--- config.mk ---
export PLATFORM = sky130hd
export DESIGN_NAME = pctr_regs
export DESIGN_NICKNAME = d
export VERILOG_FILES = /design/src/design/pctr_pkg.sv /design/src/design/pctr_built_in_self_test_if.sv /design/src/design/pctr_regs.sv /design/src/design/pctr_self_test.sv /design/src/design/pctr_led_stretch.sv
export SDC_FILE = /design/constraint.sdc
export NUM_CORES = 1
export LEC_CHECK = 0
export BUFFER_PORTS_ARGS = -buffer_cell sky130_fd_sc_hd__buf_2
export CAP_MARGIN = 20
export CORE_UTILIZATION = 58
export CTS_CLUSTER_SIZE = 8
export DETAILED_ROUTE_END_ITERATION = 16
export PLACE_DENSITY = 0.81
export SYNTH_ARGS = -nofsm -noshare
export SYNTH_HDL_FRONTEND = slang
export SYNTH_SLANG_ARGS = --single-unit
--- constraint.sdc ---
create_clock -name clk_in -period 2.9 [get_ports clk_in]
set_input_delay 0.29 -clock clk_in [delete_from_list [all_inputs] [get_ports clk_in]]
set_output_delay 0.29 -clock clk_in [all_outputs]
set_load 0.005 [all_outputs]
--- src/design/pctr_pkg.sv ---
// Constants shared by the PHY control and 10BASE-T register bank.
package pctr_pkg;

  // Register offsets from the I/O base address.
  localparam logic [15:0] OFF_PAGE_SELECT = 16'h00cc;
  localparam logic [15:0] OFF_PHY_CONTROL = 16'h00e4;
  localparam logic [15:0] OFF_TENBASE = 16'h00e8;
  localparam logic [15:0] OFF_DSP_SETUP = 16'h00f4;
  localparam logic [15:0] OFF_SIGDET_SETUP = 16'h00f8;
  localparam logic [15:0] OFF_TEST_DATA = 16'h00fc;

  // Page that turns the control word offset into the PMD alias.
  localparam logic [15:0] PAGE_PMD = 16'h0001;

  // Reset values.
  localparam logic [15:0] RST_PHY_CONTROL = 16'h003f;
  localparam logic [15:0] RST_TENBASE = 16'h0004;
  localparam logic [15:0] RST_PAGE_SELECT = 16'h0000;
  localparam logic [15:0] RST_PMD_ALIAS = 16'h0000;
  localparam logic [15:0] RST_DSP_SETUP = 16'h0000;
  localparam logic [15:0] RST_SIGDET_SETUP = 16'h0000;
  localparam logic [15:0] RST_TEST_DATA = 16'h0000;

  // PHY control word fields.
  localparam int PC_LONG_LFSR = 11;
  localparam int PC_RESULT = 10;
  localparam int PC_RUN = 9;
  localparam int PC_LED_BYPASS = 8;
  localparam int PC_PAUSE = 7;
  localparam int PC_RSV_HI = 6;
  localparam int PC_RSV_LO = 5;
  localparam int PC_ADDR_HI = 4;
  localparam int PC_ADDR_LO = 0;

  // 10BASE-T status and control word fields.
  localparam int TB_LOOPBACK = 8;
  localparam int TB_LP_INHIBIT = 7;
  localparam int TB_LINK_FORCE = 6;
  localparam int TB_POL_FORCE = 5;
  localparam int TB_POL_FLAG = 4;
  localparam int TB_AUTOPOL_OFF = 3;
  localparam int TB_MUST_ONE = 2;
  localparam int TB_SQE_OFF = 1;
  localparam int TB_JABBER_OFF = 0;

  // Self-test sequence lengths.
  localparam int PRBS_LONG_LEN = 15;
  localparam int PRBS_SHORT_LEN = 9;

  // LED pulse stretching.
  localparam int CLK_HZ = 20_000_000;
  localparam int LED_STRETCH_MS = 50;
  localparam int LED_STRETCH_CYCLES = LED_STRETCH_MS * (CLK_HZ / 1000);
  localparam int LED_COUNT = 3;

  // Self-test engine states.
  typedef enum logic [2:0] {
    ST_IDLE = 3'b001,
    ST_PRIME = 3'b010,
    ST_CHECK = 3'b100
  } pctr_built_in_self_test_state_t;

endpackage : pctr_pkg

--- src/design/pctr_built_in_self_test_if.sv ---
// Signals between the register bank and its self-test engine.
interface pctr_built_in_self_test_if;
  logic run;
  logic long_sel;
  logic loop_bit;
  logic tx_bit;
  logic fail;

  modport ctrl (output run, output long_sel, output loop_bit, input tx_bit, input fail);
  modport engine (input run, input long_sel, input loop_bit, output tx_bit, output fail);
endinterface : pctr_built_in_self_test_if

--- src/design/pctr_regs.sv ---
// PHY control and 10BASE-T status/control register bank with tuning registers.
// Summary of operation
// - Control word resets 003Fh at E4h.
// - Bit 11 picks long or short sequence.
// - Bit 10 latches result; control write clears.
// - Bit 9 runs self-test continuously until cleared.
// - Bit 8 bypasses LED pulse stretching.
// - Bit 7 shows both sides pause capable.
// - Bits 4:0 hold port address, reset ones.
// - 10BASE-T word resets 0004h at E8h.
// - Bit 8 ORed with basic-mode loopback.
// - Bit 7 stops normal link pulses.
// - Bit 6 or MAC force gives link.
// - Bit 5 forces inverted receive polarity.
// - Bit 4 latches polarity; either read clears.
// - Bit 3 turns automatic polarity correction off.
// - Bit 1 drops heartbeat only 10M half.
// - Bit 0 drops jabber only 10M full.
// - Registers decode at base plus offset.
module pctr_regs #(
  parameter logic [15:0] IO_BASE = 16'h0000,
  parameter int LED_STRETCH_CYCLES = pctr_pkg::LED_STRETCH_CYCLES
) (
  // Clock, reset and clock enable
  input wire logic clk_in,
  input wire logic reset_n_in,
  input wire logic ce_in,
  // I/O register port
  input wire logic [15:0] io_addr_in,
  input wire logic io_wr_in,
  input wire logic io_rd_in,
  input wire logic [15:0] io_wdata_in,
  output logic [15:0] io_rdata_out,
  // Status from the PHY datapath and MAC
  input wire logic local_pause_in,
  input wire logic partner_pause_in,
  input wire logic basic_mode_loopback_in,
  input wire logic mac_ten_meg_link_override_in,
  input wire logic link_status_in,
  input wire logic polarity_inverted_in,
  input wire logic phy_status_read_in,
  input wire logic speed_100_in,
  input wire logic full_duplex_in,
  input wire logic prbs_return_in,
  input wire logic [pctr_pkg::LED_COUNT-1:0] led_raw_in,
  // Controls to the PHY datapath
  output logic prbs_tx_out,
  output logic [pctr_pkg::LED_COUNT-1:0] led_out,
  output logic [4:0] port_mgmt_address_out,
  output logic ten_meg_loopback_out,
  output logic link_pulse_inhibit_out,
  output logic ten_meg_link_good_out,
  output logic polarity_invert_force_out,
  output logic polarity_flag_out,
  output logic auto_polarity_off_out,
  output logic sqe_test_enable_out,
  output logic jabber_guard_enable_out,
  output logic [15:0] dsp_setup_out,
  output logic [15:0] signal_detect_setup_out,
  output logic [15:0] test_data_port_out,
  output logic [15:0] pmd_control_alias_out
);

  // Control word fields.
  logic long_lfsr_select_ff;
  logic self_test_result_ff;
  logic self_test_run_ff;
  logic led_stretch_bypass_ff;
  logic pause_match_flag_ff;
  logic [4:0] port_mgmt_address_ff;
  // 10BASE-T word fields.
  logic ten_meg_loopback_ff;
  logic link_pulse_inhibit_ff;
  logic link_force_ff;
  logic polarity_invert_force_ff;
  logic polarity_flag_ff;
  logic auto_polarity_off_ff;
  logic sqe_test_off_ff;
  logic jabber_guard_off_ff;
  // Whole-word registers.
  logic [15:0] page_select_ff;
  logic [15:0] pmd_alias_ff;
  logic [15:0] dsp_setup_ff;
  logic [15:0] signal_detect_setup_ff;
  logic [15:0] test_data_ff;
  logic [15:0] rdata_ff;

  pctr_built_in_self_test_if built_in_self_test ();

  // Offset match relative to the I/O base.
  function automatic logic at_offset(input logic [15:0] addr, input logic [15:0] off);
    at_offset = (addr == 16'(IO_BASE + off));
  endfunction : at_offset

  wire logic pmd_page = (page_select_ff == pctr_pkg::PAGE_PMD);
  wire logic hit_page = at_offset(io_addr_in, pctr_pkg::OFF_PAGE_SELECT);
  wire logic hit_e4 = at_offset(io_addr_in, pctr_pkg::OFF_PHY_CONTROL);
  wire logic hit_ctrl = hit_e4 && !pmd_page;
  wire logic hit_pmd = hit_e4 && pmd_page;
  wire logic hit_tenbt = at_offset(io_addr_in, pctr_pkg::OFF_TENBASE);
  wire logic hit_dsp = at_offset(io_addr_in, pctr_pkg::OFF_DSP_SETUP);
  wire logic hit_sd = at_offset(io_addr_in, pctr_pkg::OFF_SIGDET_SETUP);
  wire logic hit_tdata = at_offset(io_addr_in, pctr_pkg::OFF_TEST_DATA);

  wire logic wr_ctrl = io_wr_in && hit_ctrl;
  wire logic wr_tenbt = io_wr_in && hit_tenbt;
  wire logic rd_tenbt = io_rd_in && hit_tenbt;

  // Reserved bits 6:5 keep their reset pattern; bits 15:12 read zero.
  wire logic [1:0] ctrl_rsv = pctr_pkg::RST_PHY_CONTROL[pctr_pkg::PC_RSV_HI:pctr_pkg::PC_RSV_LO];
  wire logic [15:0] ctrl_word = {4'h0, long_lfsr_select_ff, self_test_result_ff,
    self_test_run_ff, led_stretch_bypass_ff, pause_match_flag_ff, ctrl_rsv,
    port_mgmt_address_ff};
  wire logic must_one = pctr_pkg::RST_TENBASE[pctr_pkg::TB_MUST_ONE];
  wire logic [15:0] tenbt_word = {7'h00, ten_meg_loopback_ff, link_pulse_inhibit_ff,
    link_force_ff, polarity_invert_force_ff, polarity_flag_ff, auto_polarity_off_ff,
    must_one, sqe_test_off_ff, jabber_guard_off_ff};

  wire logic [15:0] read_mux =
    hit_page ? page_select_ff :
    hit_ctrl ? ctrl_word :
    hit_pmd ? pmd_alias_ff :
    hit_tenbt ? tenbt_word :
    hit_dsp ? dsp_setup_ff :
    hit_sd ? signal_detect_setup_ff :
    hit_tdata ? test_data_ff : 16'h0000;

  // Result: a failure sets it and wins over the clear from a control write.
  wire logic nxt_result = built_in_self_test.fail || (self_test_result_ff && !wr_ctrl);
  // Polarity: a new detection wins over the clear by either read.
  wire logic pol_clear = rd_tenbt || phy_status_read_in;
  wire logic nxt_pol = polarity_inverted_in || (polarity_flag_ff && !pol_clear);

  always_ff @(posedge clk_in or negedge reset_n_in) begin
    if (!reset_n_in) begin
      long_lfsr_select_ff <= pctr_pkg::RST_PHY_CONTROL[pctr_pkg::PC_LONG_LFSR];
      self_test_run_ff <= pctr_pkg::RST_PHY_CONTROL[pctr_pkg::PC_RUN];
      led_stretch_bypass_ff <= pctr_pkg::RST_PHY_CONTROL[pctr_pkg::PC_LED_BYPASS];
      port_mgmt_address_ff <= pctr_pkg::RST_PHY_CONTROL[pctr_pkg::PC_ADDR_HI:pctr_pkg::PC_ADDR_LO];
    end else if (ce_in && wr_ctrl) begin
      long_lfsr_select_ff <= io_wdata_in[pctr_pkg::PC_LONG_LFSR];
      self_test_run_ff <= io_wdata_in[pctr_pkg::PC_RUN];
      led_stretch_bypass_ff <= io_wdata_in[pctr_pkg::PC_LED_BYPASS];
      port_mgmt_address_ff <= io_wdata_in[pctr_pkg::PC_ADDR_HI:pctr_pkg::PC_ADDR_LO];
    end
  end

  always_ff @(posedge clk_in or negedge reset_n_in) begin
    if (!reset_n_in) begin
      self_test_result_ff <= pctr_pkg::RST_PHY_CONTROL[pctr_pkg::PC_RESULT];
      pause_match_flag_ff <= pctr_pkg::RST_PHY_CONTROL[pctr_pkg::PC_PAUSE];
      polarity_flag_ff <= pctr_pkg::RST_TENBASE[pctr_pkg::TB_POL_FLAG];
      rdata_ff <= 16'h0000;
    end else if (ce_in) begin
      self_test_result_ff <= nxt_result;
      pause_match_flag_ff <= local_pause_in && partner_pause_in;
      polarity_flag_ff <= nxt_pol;
      if (io_rd_in) begin
        rdata_ff <= read_mux;
      end
    end
  end

  always_ff @(posedge clk_in or negedge reset_n_in) begin
    if (!reset_n_in) begin
      ten_meg_loopback_ff <= pctr_pkg::RST_TENBASE[pctr_pkg::TB_LOOPBACK];
      link_pulse_inhibit_ff <= pctr_pkg::RST_TENBASE[pctr_pkg::TB_LP_INHIBIT];
      link_force_ff <= pctr_pkg::RST_TENBASE[pctr_pkg::TB_LINK_FORCE];
      polarity_invert_force_ff <= pctr_pkg::RST_TENBASE[pctr_pkg::TB_POL_FORCE];
      auto_polarity_off_ff <= pctr_pkg::RST_TENBASE[pctr_pkg::TB_AUTOPOL_OFF];
      sqe_test_off_ff <= pctr_pkg::RST_TENBASE[pctr_pkg::TB_SQE_OFF];
      jabber_guard_off_ff <= pctr_pkg::RST_TENBASE[pctr_pkg::TB_JABBER_OFF];
    end else if (ce_in && wr_tenbt) begin
      ten_meg_loopback_ff <= io_wdata_in[pctr_pkg::TB_LOOPBACK];
      link_pulse_inhibit_ff <= io_wdata_in[pctr_pkg::TB_LP_INHIBIT];
      link_force_ff <= io_wdata_in[pctr_pkg::TB_LINK_FORCE];
      polarity_invert_force_ff <= io_wdata_in[pctr_pkg::TB_POL_FORCE];
      auto_polarity_off_ff <= io_wdata_in[pctr_pkg::TB_AUTOPOL_OFF];
      sqe_test_off_ff <= io_wdata_in[pctr_pkg::TB_SQE_OFF];
      jabber_guard_off_ff <= io_wdata_in[pctr_pkg::TB_JABBER_OFF];
    end
  end

  // Tuning registers are plain storage handed to the analog front end.
  always_ff @(posedge clk_in or negedge reset_n_in) begin
    if (!reset_n_in) begin
      page_select_ff <= pctr_pkg::RST_PAGE_SELECT;
      pmd_alias_ff <= pctr_pkg::RST_PMD_ALIAS;
      dsp_setup_ff <= pctr_pkg::RST_DSP_SETUP;
      signal_detect_setup_ff <= pctr_pkg::RST_SIGDET_SETUP;
      test_data_ff <= pctr_pkg::RST_TEST_DATA;
    end else if (ce_in && io_wr_in) begin
      if (hit_page) begin
        page_select_ff <= io_wdata_in;
      end
      if (hit_pmd) begin
        pmd_alias_ff <= io_wdata_in;
      end
      if (hit_dsp) begin
        dsp_setup_ff <= io_wdata_in;
      end
      if (hit_sd) begin
        signal_detect_setup_ff <= io_wdata_in;
      end
      if (hit_tdata) begin
        test_data_ff <= io_wdata_in;
      end
    end
  end

  assign built_in_self_test.run = self_test_run_ff;
  assign built_in_self_test.long_sel = long_lfsr_select_ff;
  assign built_in_self_test.loop_bit = prbs_return_in;

  pctr_self_test u_self_test (
    .clk_in(clk_in),
    .reset_n_in(reset_n_in),
    .ce_in(ce_in),
    .built_in_self_test(built_in_self_test.engine)
  );

  pctr_led_stretch #(
    .STRETCH_CYCLES(LED_STRETCH_CYCLES)
  ) u_led_stretch (
    .clk_in(clk_in),
    .reset_n_in(reset_n_in),
    .ce_in(ce_in),
    .bypass_in(led_stretch_bypass_ff),
    .led_raw_in(led_raw_in),
    .led_out(led_out)
  );

  assign io_rdata_out = rdata_ff;
  assign prbs_tx_out = built_in_self_test.tx_bit;
  assign port_mgmt_address_out = port_mgmt_address_ff;
  assign ten_meg_loopback_out = ten_meg_loopback_ff || basic_mode_loopback_in;
  assign link_pulse_inhibit_out = link_pulse_inhibit_ff;
  assign ten_meg_link_good_out = link_force_ff || mac_ten_meg_link_override_in
    || link_status_in;
  assign polarity_invert_force_out = polarity_invert_force_ff;
  assign polarity_flag_out = polarity_flag_ff;
  assign auto_polarity_off_out = auto_polarity_off_ff;
  // Heartbeat only exists in 10 Mb/s half duplex; the bit cannot turn it on elsewhere.
  assign sqe_test_enable_out = !speed_100_in && !full_duplex_in && !sqe_test_off_ff;
  assign jabber_guard_enable_out = !(jabber_guard_off_ff && full_duplex_in
    && !speed_100_in);
  assign dsp_setup_out = dsp_setup_ff;
  assign signal_detect_setup_out = signal_detect_setup_ff;
  assign test_data_port_out = test_data_ff;
  assign pmd_control_alias_out = pmd_alias_ff;

  a_result_clear: assert property (@(posedge clk_in) disable iff (!reset_n_in)
    ce_in && wr_ctrl && !built_in_self_test.fail |=> !self_test_result_ff)
    else $error("Self-test result not cleared by control write.");

  a_result_latched: assert property (@(posedge clk_in) disable iff (!reset_n_in)
    self_test_result_ff && !(ce_in && wr_ctrl) |=> self_test_result_ff)
    else $error("Self-test result dropped without a control write.");

  a_run_follows: assert property (@(posedge clk_in) disable iff (!reset_n_in)
    ce_in && wr_ctrl |=> built_in_self_test.run == $past(io_wdata_in[pctr_pkg::PC_RUN]))
    else $error("Self-test run does not follow written bit.");

  a_pause_match: assert property (@(posedge clk_in) disable iff (!reset_n_in)
    ce_in |=> io_rd_in || (ctrl_word[pctr_pkg::PC_PAUSE] ==
      $past(local_pause_in && partner_pause_in)))
    else $error("Pause match flag wrong.");

  a_polarity_set: assert property (@(posedge clk_in) disable iff (!reset_n_in)
    ce_in && polarity_inverted_in |=> polarity_flag_out ##0 tenbt_word[pctr_pkg::TB_POL_FLAG])
    else $error("Polarity detection lost.");

  a_polarity_clear: assert property (@(posedge clk_in) disable iff (!reset_n_in)
    ce_in && pol_clear && !polarity_inverted_in |=> !polarity_flag_out)
    else $error("Polarity flag not cleared by read.");

  a_ctrl_readback: assert property (@(posedge clk_in) disable iff (!reset_n_in)
    ce_in && io_rd_in && hit_ctrl |=> io_rdata_out == $past(ctrl_word))
    else $error("Control word read returned wrong data.");

  a_tenbt_readback: assert property (@(posedge clk_in) disable iff (!reset_n_in)
    ce_in && io_rd_in && hit_tenbt |=> io_rdata_out[15:9] == 7'h00
      && io_rdata_out[pctr_pkg::TB_MUST_ONE])
    else $error("10BASE-T word reserved bits read wrong.");

  a_sqe_gate: assert property (@(posedge clk_in) disable iff (!reset_n_in)
    speed_100_in || full_duplex_in |-> !sqe_test_enable_out)
    else $error("Heartbeat enabled outside 10 Mb/s half duplex.");

  a_jabber_gate: assert property (@(posedge clk_in) disable iff (!reset_n_in)
    !full_duplex_in || speed_100_in |-> jabber_guard_enable_out)
    else $error("Jabber disabled outside 10 Mb/s full duplex.");

  a_link_force: assert property (@(posedge clk_in) disable iff (!reset_n_in)
    ce_in && wr_tenbt && io_wdata_in[pctr_pkg::TB_LINK_FORCE] |=> ten_meg_link_good_out)
    else $error("Forced link not reported good.");

  a_loop_or: assert property (@(posedge clk_in) disable iff (!reset_n_in)
    ce_in && wr_tenbt && io_wdata_in[pctr_pkg::TB_LOOPBACK] |=> ten_meg_loopback_out)
    else $error("Loopback not enabled by register bit.");

endmodule : pctr_regs

--- src/design/pctr_self_test.sv ---
// Pseudo-random self-test pattern generator and self-synchronising checker.
module pctr_self_test (
  // Clock and reset
  input wire logic clk_in,
  input wire logic reset_n_in,
  input wire logic ce_in,
  // Control side
  pctr_built_in_self_test_if.engine built_in_self_test
);

  logic [14:0] gen_ff;
  logic [14:0] nxt_gen;
  logic [14:0] chk_ff;
  logic [3:0] prime_ff;
  logic [3:0] nxt_prime;
  logic fail_ff;
  pctr_pkg::pctr_built_in_self_test_state_t state_ff;
  pctr_pkg::pctr_built_in_self_test_state_t nxt_state;
  wire logic predicted;
  wire logic mismatch;

  // Feedback of either sequence; the short one uses only the low nine stages.
  function automatic logic prbs_fb(input logic [14:0] s, input logic long_sel);
    prbs_fb = long_sel ? (s[14] ^ s[13]) : (s[8] ^ s[4]);
  endfunction : prbs_fb

  assign nxt_gen = built_in_self_test.run ? {gen_ff[13:0], prbs_fb(gen_ff, built_in_self_test.long_sel)} : '1;
  assign predicted = prbs_fb(chk_ff, built_in_self_test.long_sel);
  // A stopped test must not report the stray bits that arrive while the loop winds down.
  assign mismatch = (state_ff == pctr_pkg::ST_CHECK) && built_in_self_test.run && (built_in_self_test.loop_bit != predicted);
  assign built_in_self_test.tx_bit = gen_ff[0];
  assign built_in_self_test.fail = fail_ff;

  always_comb begin
    nxt_state = state_ff;
    nxt_prime = prime_ff;
    unique case (state_ff)
      pctr_pkg::ST_IDLE: begin
        nxt_prime = '0;
        if (built_in_self_test.run) begin
          nxt_state = pctr_pkg::ST_PRIME;
        end
      end
      pctr_pkg::ST_PRIME: begin
        // The checker must fill its shift register before predictions mean anything.
        nxt_prime = prime_ff + 4'h1;
        if (!built_in_self_test.run) begin
          nxt_state = pctr_pkg::ST_IDLE;
        end else if (prime_ff == 4'(pctr_pkg::PRBS_LONG_LEN)) begin
          nxt_state = pctr_pkg::ST_CHECK;
        end
      end
      pctr_pkg::ST_CHECK: begin
        if (!built_in_self_test.run) begin
          nxt_state = pctr_pkg::ST_IDLE;
        end
      end
      default: nxt_state = pctr_pkg::ST_IDLE;
    endcase
  end

  always_ff @(posedge clk_in or negedge reset_n_in) begin
    if (!reset_n_in) begin
      state_ff <= pctr_pkg::ST_IDLE;
      gen_ff <= '1;
      chk_ff <= '0;
      prime_ff <= '0;
      fail_ff <= 1'b0;
    end else if (ce_in) begin
      state_ff <= nxt_state;
      gen_ff <= nxt_gen;
      chk_ff <= {chk_ff[13:0], built_in_self_test.loop_bit};
      prime_ff <= nxt_prime;
      fail_ff <= mismatch;
    end
  end

endmodule : pctr_self_test

--- src/design/pctr_led_stretch.sv ---
// Stretches short LED activity pulses, with a bypass that passes the raw input through one register.
module pctr_led_stretch #(
  parameter int STRETCH_CYCLES = pctr_pkg::LED_STRETCH_CYCLES
) (
  // Clock and reset
  input wire logic clk_in,
  input wire logic reset_n_in,
  input wire logic ce_in,
  // Control
  input wire logic bypass_in,
  // LEDs
  input wire logic [pctr_pkg::LED_COUNT-1:0] led_raw_in,
  output logic [pctr_pkg::LED_COUNT-1:0] led_out
);

  localparam int CW = $clog2(STRETCH_CYCLES + 1);
  localparam logic [CW-1:0] LOAD = CW'(STRETCH_CYCLES);

  logic [CW-1:0] hold_ff [pctr_pkg::LED_COUNT];
  logic [pctr_pkg::LED_COUNT-1:0] led_ff;

  always_ff @(posedge clk_in or negedge reset_n_in) begin
    if (!reset_n_in) begin
      for (int i = 0; i < pctr_pkg::LED_COUNT; i++) begin
        hold_ff[i] <= '0;
      end
      led_ff <= '0;
    end else if (ce_in) begin
      for (int i = 0; i < pctr_pkg::LED_COUNT; i++) begin
        if (led_raw_in[i]) begin
          hold_ff[i] <= LOAD;
        end else if (hold_ff[i] != '0) begin
          hold_ff[i] <= hold_ff[i] - CW'(1);
        end
        // Bypass shows the raw input with only one register of delay.
        led_ff[i] <= bypass_in ? led_raw_in[i] : (led_raw_in[i] || hold_ff[i] != '0);
      end
    end
  end

  assign led_out = led_ff;

endmodule : pctr_led_stretch

==> results of run 1 <==
## routing by layer
layer | wire length (um) | track usage (%)
met1 | 11000 | 38.9
met2 | 13300 | 50.5
met3 | 1840 | 5.81
met4 | 833 | 11.4
met5 | 0 | 0
## cell type report
type | instances | area share [%]
tap | 225 | 2.26
sequential | 215 | 43.3
clock buffer | 56 | 6.97
multi-input combinational | 681 | 38.3
timing repair buffer | 181 | 8.17
inverter | 34 | 1.02
## logic make-up after synthesis
| group | count (synthesis) | share of synthesized area, % |
|---|---|---|
| xor+xnor | 21 | 1.75 |
| compound gates | 218 | 13.7 |
| simple gates | 313 | 16.1 |
| fa+ha+maj | 7 | 0.834 |
| mux | 122 | 13.0 |
| flops | 215 | 51.5 |
| buf+inv | 80 | 3.11 |
## Yosys cell counts (all sizes together), types with 17 or more instances
library cell	instances	area (um2)
nand3	24	120
nor3	32	183
nor2	71	274
mux2	116	1310
a21oi	28	140
dfrtp	194	4850
a31oi	17	106
nand2	58	218
clkbuf	26	97.6
dfstp	21	552
nand2b	17	106
buf	20	101
nor4	26	178
or3	20	125
inv	33	124
o21ai	72	375
## sequential cells by signal (all words and copies together) (netlist names), 3 cells and up
signal / flops
port_mgmt_address_out: 5
u_self_test.gen_ff: 15
test_data_port_out: 16
io_rdata_out: 16
pmd_control_alias_out: 16
u_led_stretch.led_out: 3
page_select_ff: 16
dsp_setup_out: 16
u_self_test.prime_ff: 4
u_self_test.state_ff: 3
u_self_test.chk_ff: 15
signal_detect_setup_out: 16
u_led_stretch.hold_ff: 60
## critical path, delay by kind of cell (launching register included)
kind               cells  cell delay, ns
and+or+nand+nor        4            1.66
DFF                    1            0.40
AOI/OAI and AO/OA      1            0.29
## through the flow
| stage | utilization (%) | hold slack (ns) |
|---|---|---|
| 3_5_place_dp | 66.3 | 0.433 |
| 5_1_grt | 71.4 | 0.0303 |
| 4_1_cts | 71.4 | 0.0127 |
| 3_3_place_gp | 66.3 | 0.430 |
| 2_1_floorplan | - | -0.00559 |
| 6_report | 71.4 | 0.0239 |
## worst min path at each step
stage | endpoint | cells past startpoint | start | slack, ns
2_1_floorplan | auto_polarity_off_out | 0 | reset_n_in | -0.006
3_3_place_gp | u_led_stretch.hold_ff[37] | 1 | reset_n_in | 0.43
3_5_place_dp | u_led_stretch.hold_ff[37] | 1 | reset_n_in | 0.43
4_1_cts | pause_match_flag_ff | 3 | partner_pause_in | 0.01
5_1_grt | pause_match_flag_ff | 3 | partner_pause_in | 0.03
6_report | pause_match_flag_ff | 3 | partner_pause_in | 0.02
## power by group through the flow
stage	logic (mW)	registers [mW]	clock network, mW
after CTS	0.931	3.45	3.28
final	0.925	3.45	3.25
after floorplan	0.638	3.43	0
after global routing	1.04	3.49	3.41
after detailed placement	0.918	3.49	0
after global placement	0.892	3.48	0
==> results.py, run 1 <==
metrics = {
    "run_status": {
        "outcome": "finished, final reports clean",
    },
    "finish": {
        "final_cell_mix": "dfrtp_1 (194), buf_2 (145), mux2_2 (116), nor2_1 (70), o21ai_0 (68)",
        "n_antenna_cell": 0,
        "multi_input_area_mm2": 0.00478,
        "nets": 1200,
        "regArea_mm2": 0.00541,
        "syn2layout_area_growth_pct": 18.8,
        "drive_above_1_share_pct": 32.2,
        "n_fill_cell": 1226,
        "fin_area_mm2": 0.0125,
        "final_common_cell": "dfrtp_1",
        "layout.cells.non_filler": 1392,
    },
    "power": {
        "switching_share_pct": 26.2,
        "power_density_mw_per_mm2": 611,
        "vdd_drop_max_mv": 0.502,
        "p_leak_nw": 5.72,
        "power_frac_comb_pct": 12.1,
        "p_switching_mw": 2.00,
        "power_frac_clock_pct": 42.6,
        "power.total_mw": 7.63,
        "p_int_mw": 5.63,
        "pwr-share-seq_pct": 45.3,
    },
    "worst_setup_path": {
        "crit_path_end": "u_led_stretch.hold_ff[29]",
        "startpoint_type": "register",
        "crit_start": "u_led_stretch.hold_ff[29]",
        "crit_fanout": 10,
        "r2r_setup_slack_ns": 0.41,
        "crit_arrival_ns": 2.89,
        "r2r_start": "u_led_stretch.hold_ff[29]",
        "cp-end-kind": "register",
        "ff2ff_path_depth": 5,
        "crit_chain": "or4_4, or4_1, o21ai_4, nor4_1, or3_1",
        "path_class": "reg2reg",
        "required_ns": 3.31,
        "timing.rr.end": "u_led_stretch.hold_ff[29]",
        "slowest_stage": "or4_1",
        "cp_slowest_stage_delay_ns": 0.68,
    },
    "place": {
        "dp.cells": 1334,
        "dp.final_hpwl_um": 18700,
        "dp_slack_ns": 0.408,
        "place.port_buffers": 146,
        "dpl_cell_area_mm2": 0.0116,
        "place_congestion": 0.902,
    },
    "die": {
        "coreArea_mm2": 0.0175,
        "start_util_pct": 60.1,
        "chipHeight_um": 137,
        "design.die.area_mm2": 0.0187,
        "die_x_um": 137,
        "rows": 48,
        "io_pins": 147,
    },
    "timing": {
        "worstMarginPinSlew_ns": 0.803,
        "skew_ns": 0.0108,
        "fmax_ghz": 0.402,
        "finalCritPeriodShare_pct": 85.7,
        "slew_violations": 0,
        "rsz0062_at_grt": "false",
        "fin_ws_ns": 0.415,
        "slew-limit-headroom_pct": 46.5,
        "setup_viol_count_final": 0,
        "setup_tns_ns": 0,
        "finalHoldViolCount": 0,
        "fin_crit_ns": 2.49,
    },
    "synthesis": {
        "syn_inst": 976,
        "synth_area_per_cell_um2": 10.8,
        "synthArstFlopShare_pct": 100,
        "ys.flop_type": "dfrtp_1",
        "synth.distinct_cells": 72,
        "synth_seq_cells": 215,
        "synth_nets": 1033,
        "synth_edf_count": 0,
        "yosysSeqAreaShare_pct": 51.5,
        "yosys_warnings": 0,
        "netlist_area_mm2": 0.0105,
    },
    "clock_network": {
        "cts_inserted_buffers": 30,
        "cts_tree": "built",
        "cts_hold_buffers": 2,
        "path_clk_slew_ns": 0.05,
        "clockBufferDepth": 3,
        "cts_root_buf": "clkbuf_16",
        "clock_latency_ns": 0.54,
        "htreeDepth": 1,
        "cts_resized": 0,
        "clkSinkCount": 215,
        "post_cts_buffers": 0,
    },
    "drt": {
        "drt-pass1-iter-count": 5,
        "postRouteAntennaNets": 0,
        "drt-initial-drc-count": 469,
        "wl_per_cell_um": 19.4,
        "vias": 8547,
        "drc": 0,
        "via_per_inst": 6.14,
        "wl_um": 27000,
    },
    "grt": {
        "grt_pass1_wl_um": 43900,
        "grt-ovfl-total": 0,
        "grt_usage_pct": 30.2,
        "grt_max_degree": 97,
        "antenna_found_initial": 0,
        "grt_pass1_vias": 8633,
    },
    "flow_run": {
        "cap_viol_max_count": 0,
    },
    "min_path": {
        "hold_class": "in2reg",
    },
}
Note: power is estimated with default switching activity, not from simulation.
==> run 2, diff against run 1 <==
BUFFER_PORTS_ARGS = not set   (was -buffer_cell sky130_fd_sc_hd__buf_2)
CORE_MARGIN = 5   (was not set)
CORE_UTILIZATION = 64   (was 58)
DONT_BUFFER_PORTS = 1   (was not set)
PLACE_DENSITY = 0.8   (was 0.81)
==> results.py, run 2 (synthesized netlist as in run 1, its figures left out) <==
metrics = {
    "timing": {
        "setup_tns_ns": 0,
        "slew-limit-headroom_pct": 44.6,
        "fmax_ghz": 0.390,
        "slew_violations": 0,
        "fin_crit_ns": 2.57,
        "finalCritPeriodShare_pct": 88.5,
        "skew_ns": 0.0249,
        "finalHoldViolCount": 215,
        "whs_ns": -0.547,
        "rsz0062_at_grt": "false",
        "fin_ws_ns": 0.334,
        "setup_viol_count_final": 0,
        "worstMarginPinSlew_ns": 0.830,
    },
    "power": {
        "power_density_mw_per_mm2": 629,
        "vdd_drop_max_mv": 0.623,
        "p_int_mw": 5.56,
        "p_switching_mw": 1.92,
        "power_frac_comb_pct": 10.7,
        "switching_share_pct": 25.6,
        "power.total_mw": 7.48,
        "power_frac_clock_pct": 42.9,
        "pwr-share-seq_pct": 46.4,
        "p_leak_nw": 5.07,
    },
    "run_status": {
        "violations": "negative hold slack",
        "outcome": "complete, but fails checks",
    },
    "finish": {
        "nets": 1065,
        "largest_reg_flops": 60,
        "multi_input_area_mm2": 0.00478,
        "top_register": "u_led_stretch.hold_ff",
        "final_cell_mix": "dfrtp_1 (194), mux2_2 (116), nor2_1 (70), o21ai_0 (68), nand2_1 (58)",
        "final_util_pct": 74.3,
        "drive_above_1_share_pct": 21.3,
        "regArea_mm2": 0.00541,
        "n_fill_cell": 1106,
        "final_common_cell": "dfrtp_1",
        "syn2layout_area_growth_pct": 13.1,
    },
    "drt": {
        "wl_met1_um": 10700,
        "vias": 8127,
        "wl_met3_um": 2010,
        "drt-pass1-iter-count": 6,
        "top_layer_used": "met4",
        "drt-initial-drc-count": 605,
        "wl_met2_um": 13300,
        "wl_um": 26800,
        "via_per_inst": 6.51,
        "drc": 0,
        "wl_per_cell_um": 21.4,
        "postRouteAntennaNets": 0,
    },
    "die": {
        "io_pins": 147,
        "chipHeight_um": 138,
        "design.die.area_mm2": 0.0191,
        "coreArea_mm2": 0.0160,
        "rows": 46,
        "die_x_um": 138,
        "start_util_pct": 65.6,
    },
    "worst_setup_path": {
        "required_ns": 3.31,
        "crit_fanout": 5,
        "ff2ff_path_depth": 7,
        "r2r_start": "u_led_stretch.hold_ff[20]",
        "startpoint_type": "register",
        "cp-end-kind": "register",
        "path_class": "reg2reg",
        "crit_arrival_ns": 2.97,
        "r2r_setup_slack_ns": 0.33,
        "timing.rr.end": "u_led_stretch.hold_ff[34]",
    },
    "clock_network": {
        "cts_root_buf": "clkbuf_16",
        "clockBufferDepth": 3,
        "cts_hold_buffers": 24,
        "cts_inserted_buffers": 30,
        "clkSinkCount": 215,
        "clock_latency_ns": 0.56,
        "htreeDepth": 1,
        "path_clk_slew_ns": 0.05,
        "cts_tree": "built",
    },
    "min_path": {
        "hold_class": "in2async",
    },
    "place": {
        "dp_slack_ns": 0.400,
        "dp.final_hpwl_um": 17600,
        "place.port_buffers": 0,
        "place_congestion": 0.920,
    },
    "grt": {
        "grt_pass1_wl_um": 43300,
        "grt_max_degree": 216,
        "grt_usage_pct": 27.3,
        "grt-ovfl-total": 0,
        "antenna_found_initial": 0,
        "grt_pass1_vias": 8159,
    },
    "flow_run": {
        "cap_viol_max_count": 0,
    },
}
==> run 2: changes by cell type in the layout (fill, tap and decap cells not counted) <==
cell           before  now
buf_2             145    0
buf_12              1    0
clkbuf_16          31   30
buf_16              0    1
clkinv_16           0    1
dlygate4sd3_1       2   23
diode_2             0    1
buf_4              32   22
clkbuf_8            1    0
==> run 2: cell type report <==
cell class	instances	share of cell area, %
flip-flops and latches	215	45.5
clock buffers	55	7.11
diodes	1	0.0211
clock inverters	1	0.253
well taps	216	2.27
multi-input cells	681	40.2
repair buffers	46	3.56
inverters	34	1.07
==> run 2: critical path: stages (launching register included) <==
cell,delay (ns)
dfrtp_1,0.39
inv_1,0.09
ha_1,0.19
or3b_2,0.49
nor4_1,0.48
o21ai_2,0.20
o31a_1,0.28
or3_1,0.31
==> run 2: metrics by stage <==
stage | instance area (um2) | instances
final | 11900 | 1249
after global routing | 11900 | 1248
after CTS | 11900 | 1248
after detailed placement | 10700 | 1168
after global placement | 10700 | 1168
after floorplan | 10500 | 976
==> run 2: power by group through the flow <==
stage / sequential [mW] / combinational (mW) / clock (mW)
global placement: 3.49 / 0.694 / 0
floorplan: 3.43 / 0.638 / 0
detailed placement: 3.51 / 0.724 / 0
CTS: 3.47 / 0.799 / 3.25
finish: 3.47 / 0.802 / 3.20
global route: 3.50 / 0.895 / 3.40
==> run 2: repair_timing <==
| action | 4_1_cts | 5_1_grt |
|---|---|---|
| buffers inserted | 0 | 0 |
| hold endpoints to repair | 362 | 215 |
| gates resized for setup | 0 | 0 |
==> run 2: worst max-delay path by stage <==
stage,from,endpoint,slack [ns],depth (start not counted)
6_report,u_led_stretch.hold_ff[20],u_led_stretch.hold_ff[34],0.33,7
4_1_cts,u_led_stretch.hold_ff[20],u_led_stretch.hold_ff[34],0.38,7
3_3_place_gp,u_led_stretch.hold_ff[29],u_led_stretch.hold_ff[29],0.45,5
2_1_floorplan,io_addr_in[13],pmd_control_alias_out[10],0.56,7
5_1_grt,u_led_stretch.hold_ff[21],u_led_stretch.hold_ff[34],0.23,7
3_5_place_dp,u_led_stretch.hold_ff[20],u_led_stretch.hold_ff[34],0.40,7
==> run 2: per-layer routing <==
layer | track usage, % | up-vias
met5 | 0 | -
met4 | 10.4 | 0
met3 | 7.48 | 66
met2 | 45.9 | 306
met1 | 34.0 | 4064
li1 | - | 3691
==> run 3, diff against run 2 <==
CORE_UTILIZATION = 28   (was 64)
PLACE_DENSITY = not set   (was 0.8)
==> results.py, run 3 (synthesized netlist as in run 1, its figures left out) <==
metrics = {
    "clock_network": {
        "htreeDepth": 1,
        "cts_tree": "built",
        "clockBufferDepth": 3,
        "cts_hold_buffers": 27,
        "post_cts_buffers": 0,
        "path_clk_slew_ns": 0.05,
        "clkSinkCount": 215,
        "cts_inserted_buffers": 31,
        "clock_latency_ns": 0.58,
        "cts_root_buf": "clkbuf_16",
    },
    "power": {
        "power_density_mw_per_mm2": 622,
        "p_leak_nw": 5.12,
        "vdd_drop_max_mv": 0.495,
    },
    "place": {
        "dp_slack_ns": 0.355,
        "place.port_buffers": 0,
        "place_congestion": 0.819,
        "dp.final_hpwl_um": 20800,
    },
    "grt": {
        "gr-usage-met1_pct": 17.8,
        "grt-ovfl-total": 0,
        "grt_max_degree": 216,
        "top_usage_layer": "met2",
        "met2_usage_pct": 23.8,
        "grt_usage_pct": 14.4,
        "grt_pass1_vias": 8011,
        "use_met3_pct": 5.74,
        "grt_pass1_wl_um": 47700,
        "antenna_found_initial": 1,
    },
    "worst_setup_path": {
        "crit_fanout": 10,
        "r2r_start": "u_led_stretch.hold_ff[29]",
        "path_class": "reg2reg",
        "crit_start": "u_led_stretch.hold_ff[29]",
        "startpoint_type": "register",
        "timing.rr.end": "u_led_stretch.hold_ff[27]",
        "r2r_setup_slack_ns": 0.34,
        "ff2ff_path_depth": 6,
        "crit_arrival_ns": 3.00,
        "crit_path_end": "u_led_stretch.hold_ff[27]",
        "cp-end-kind": "register",
        "required_ns": 3.34,
    },
    "timing": {
        "slew_violations": 0,
        "setup_tns_ns": 0,
        "rsz0062_at_grt": "false",
        "finalHoldViolCount": 215,
        "fmax_ghz": 0.391,
        "setup_viol_count_final": 0,
        "skew_ns": 0.0246,
        "whs_ns": -0.591,
        "finalCritPeriodShare_pct": 88.3,
        "fin_crit_ns": 2.56,
        "fin_ws_ns": 0.340,
        "slew-limit-headroom_pct": 38.4,
        "worstMarginPinSlew_ns": 0.924,
    },
    "drt": {
        "drt-pass1-iter-count": 5,
        "postRouteAntennaNets": 0,
        "via_per_inst": 5.25,
        "wl_um": 30400,
        "vias": 7955,
        "drt-initial-drc-count": 510,
        "drc": 0,
        "wl_per_cell_um": 20.0,
    },
    "finish": {
        "syn2layout_area_growth_pct": 17.2,
        "n_antenna_cell": 0,
        "top_register": "u_led_stretch.hold_ff",
        "n_fill_cell": 3798,
        "largest_reg_flops": 60,
        "final_common_cell": "dfrtp_1",
        "drive_above_1_share_pct": 21.8,
        "nets": 1073,
        "final_cell_mix": "dfrtp_1 (194), mux2_2 (116), nor2_1 (70), o21ai_0 (68), nand2_1 (58)",
    },
    "die": {
        "rows": 71,
        "die_x_um": 204,
        "coreArea_mm2": 0.0373,
        "chipHeight_um": 204,
        "start_util_pct": 28.2,
        "io_pins": 147,
        "design.die.area_mm2": 0.0415,
    },
    "flow_run": {
        "cap_viol_max_count": 0,
    },
    "min_path": {
        "hold_class": "in2async",
    },
    "run_status": {
        "violations": "negative hold slack",
        "outcome": "complete, but fails checks",
    },
}
[run 3: cell types whose count changed in the layout (fill, tap and decap cells not counted)]
cell,change
buf_4,+3
clkinv_16,-1
clkinv_4,+1
diode_2,-1
inv_16,+1
dlygate4sd3_1,+3
clkbuf_1,-1
clkbuf_16,+1
buf_12,+1
clkbuf_8,+1
[run 3: layout make-up]
class | count | area (um2) | area share (%)
flip-flops and latches | 215 | 5410 | 43.9
multi-input cells | 681 | 4780 | 38.8
clock buffers | 56 | 880 | 7.15
well taps | 474 | 593 | 4.82
repair buffers | 53 | 495 | 4.03
inverters | 34 | 128 | 1.04
clock inverters | 2 | 28.8 | 0.234
[run 3: critical path, stage by stage, from the launching register on]
cell and delay [ns]:
dfrtp_1 0.40, or4_4 0.56, or4_1 0.69, o21ai_4 0.31, buf_4 0.21, or2_2 0.17, o21ai_0 0.10
[run 3: where the power goes]
part / internal, mW / switching [mW]
Combinational: 0.381 / 0.424
Clock: 2.03 / 1.36
Sequential: 3.24 / 0.220
[run 3: how the worst min path moves through the flow]
stage                     from                         end
floorplan           reset_n_in       auto_polarity_off_out
global placement    reset_n_in       test_data_port_out[4]
detailed placement  reset_n_in       test_data_port_out[4]
CTS                 reset_n_in       test_data_port_out[7]
global route        reset_n_in  signal_detect_setup_out[2]
finish              reset_n_in       test_data_port_out[7]
[run 3: metrics by stage]
stage	instance area [um2]	total power [mW]	cells	util, %	hold WS, ns
floorplan	10500	4.07	976	-	-0.00559
global placement	11100	4.22	1430	29.8	0.00187
detailed placement	11100	4.24	1430	29.8	0.00170
CTS	12300	7.74	1515	33.0	-0.604
global route	12300	8.05	1515	33.0	-0.613
finish	12300	7.66	1515	33.0	-0.591
[run 3: per-layer routing]
layer / part of all wire (%) / vias to the layer above
met5: 0.023 / -
met4: 1.7 / 2
met3: 9.7 / 45
met2: 48 / 234
met1: 40 / 3961
li1: - / 3713
[run 3: repair_timing]
item,in CTS,in global routing
hold endpoints to repair,371,215
endpoints found under the setup margin,0,0
resized for setup,0,0
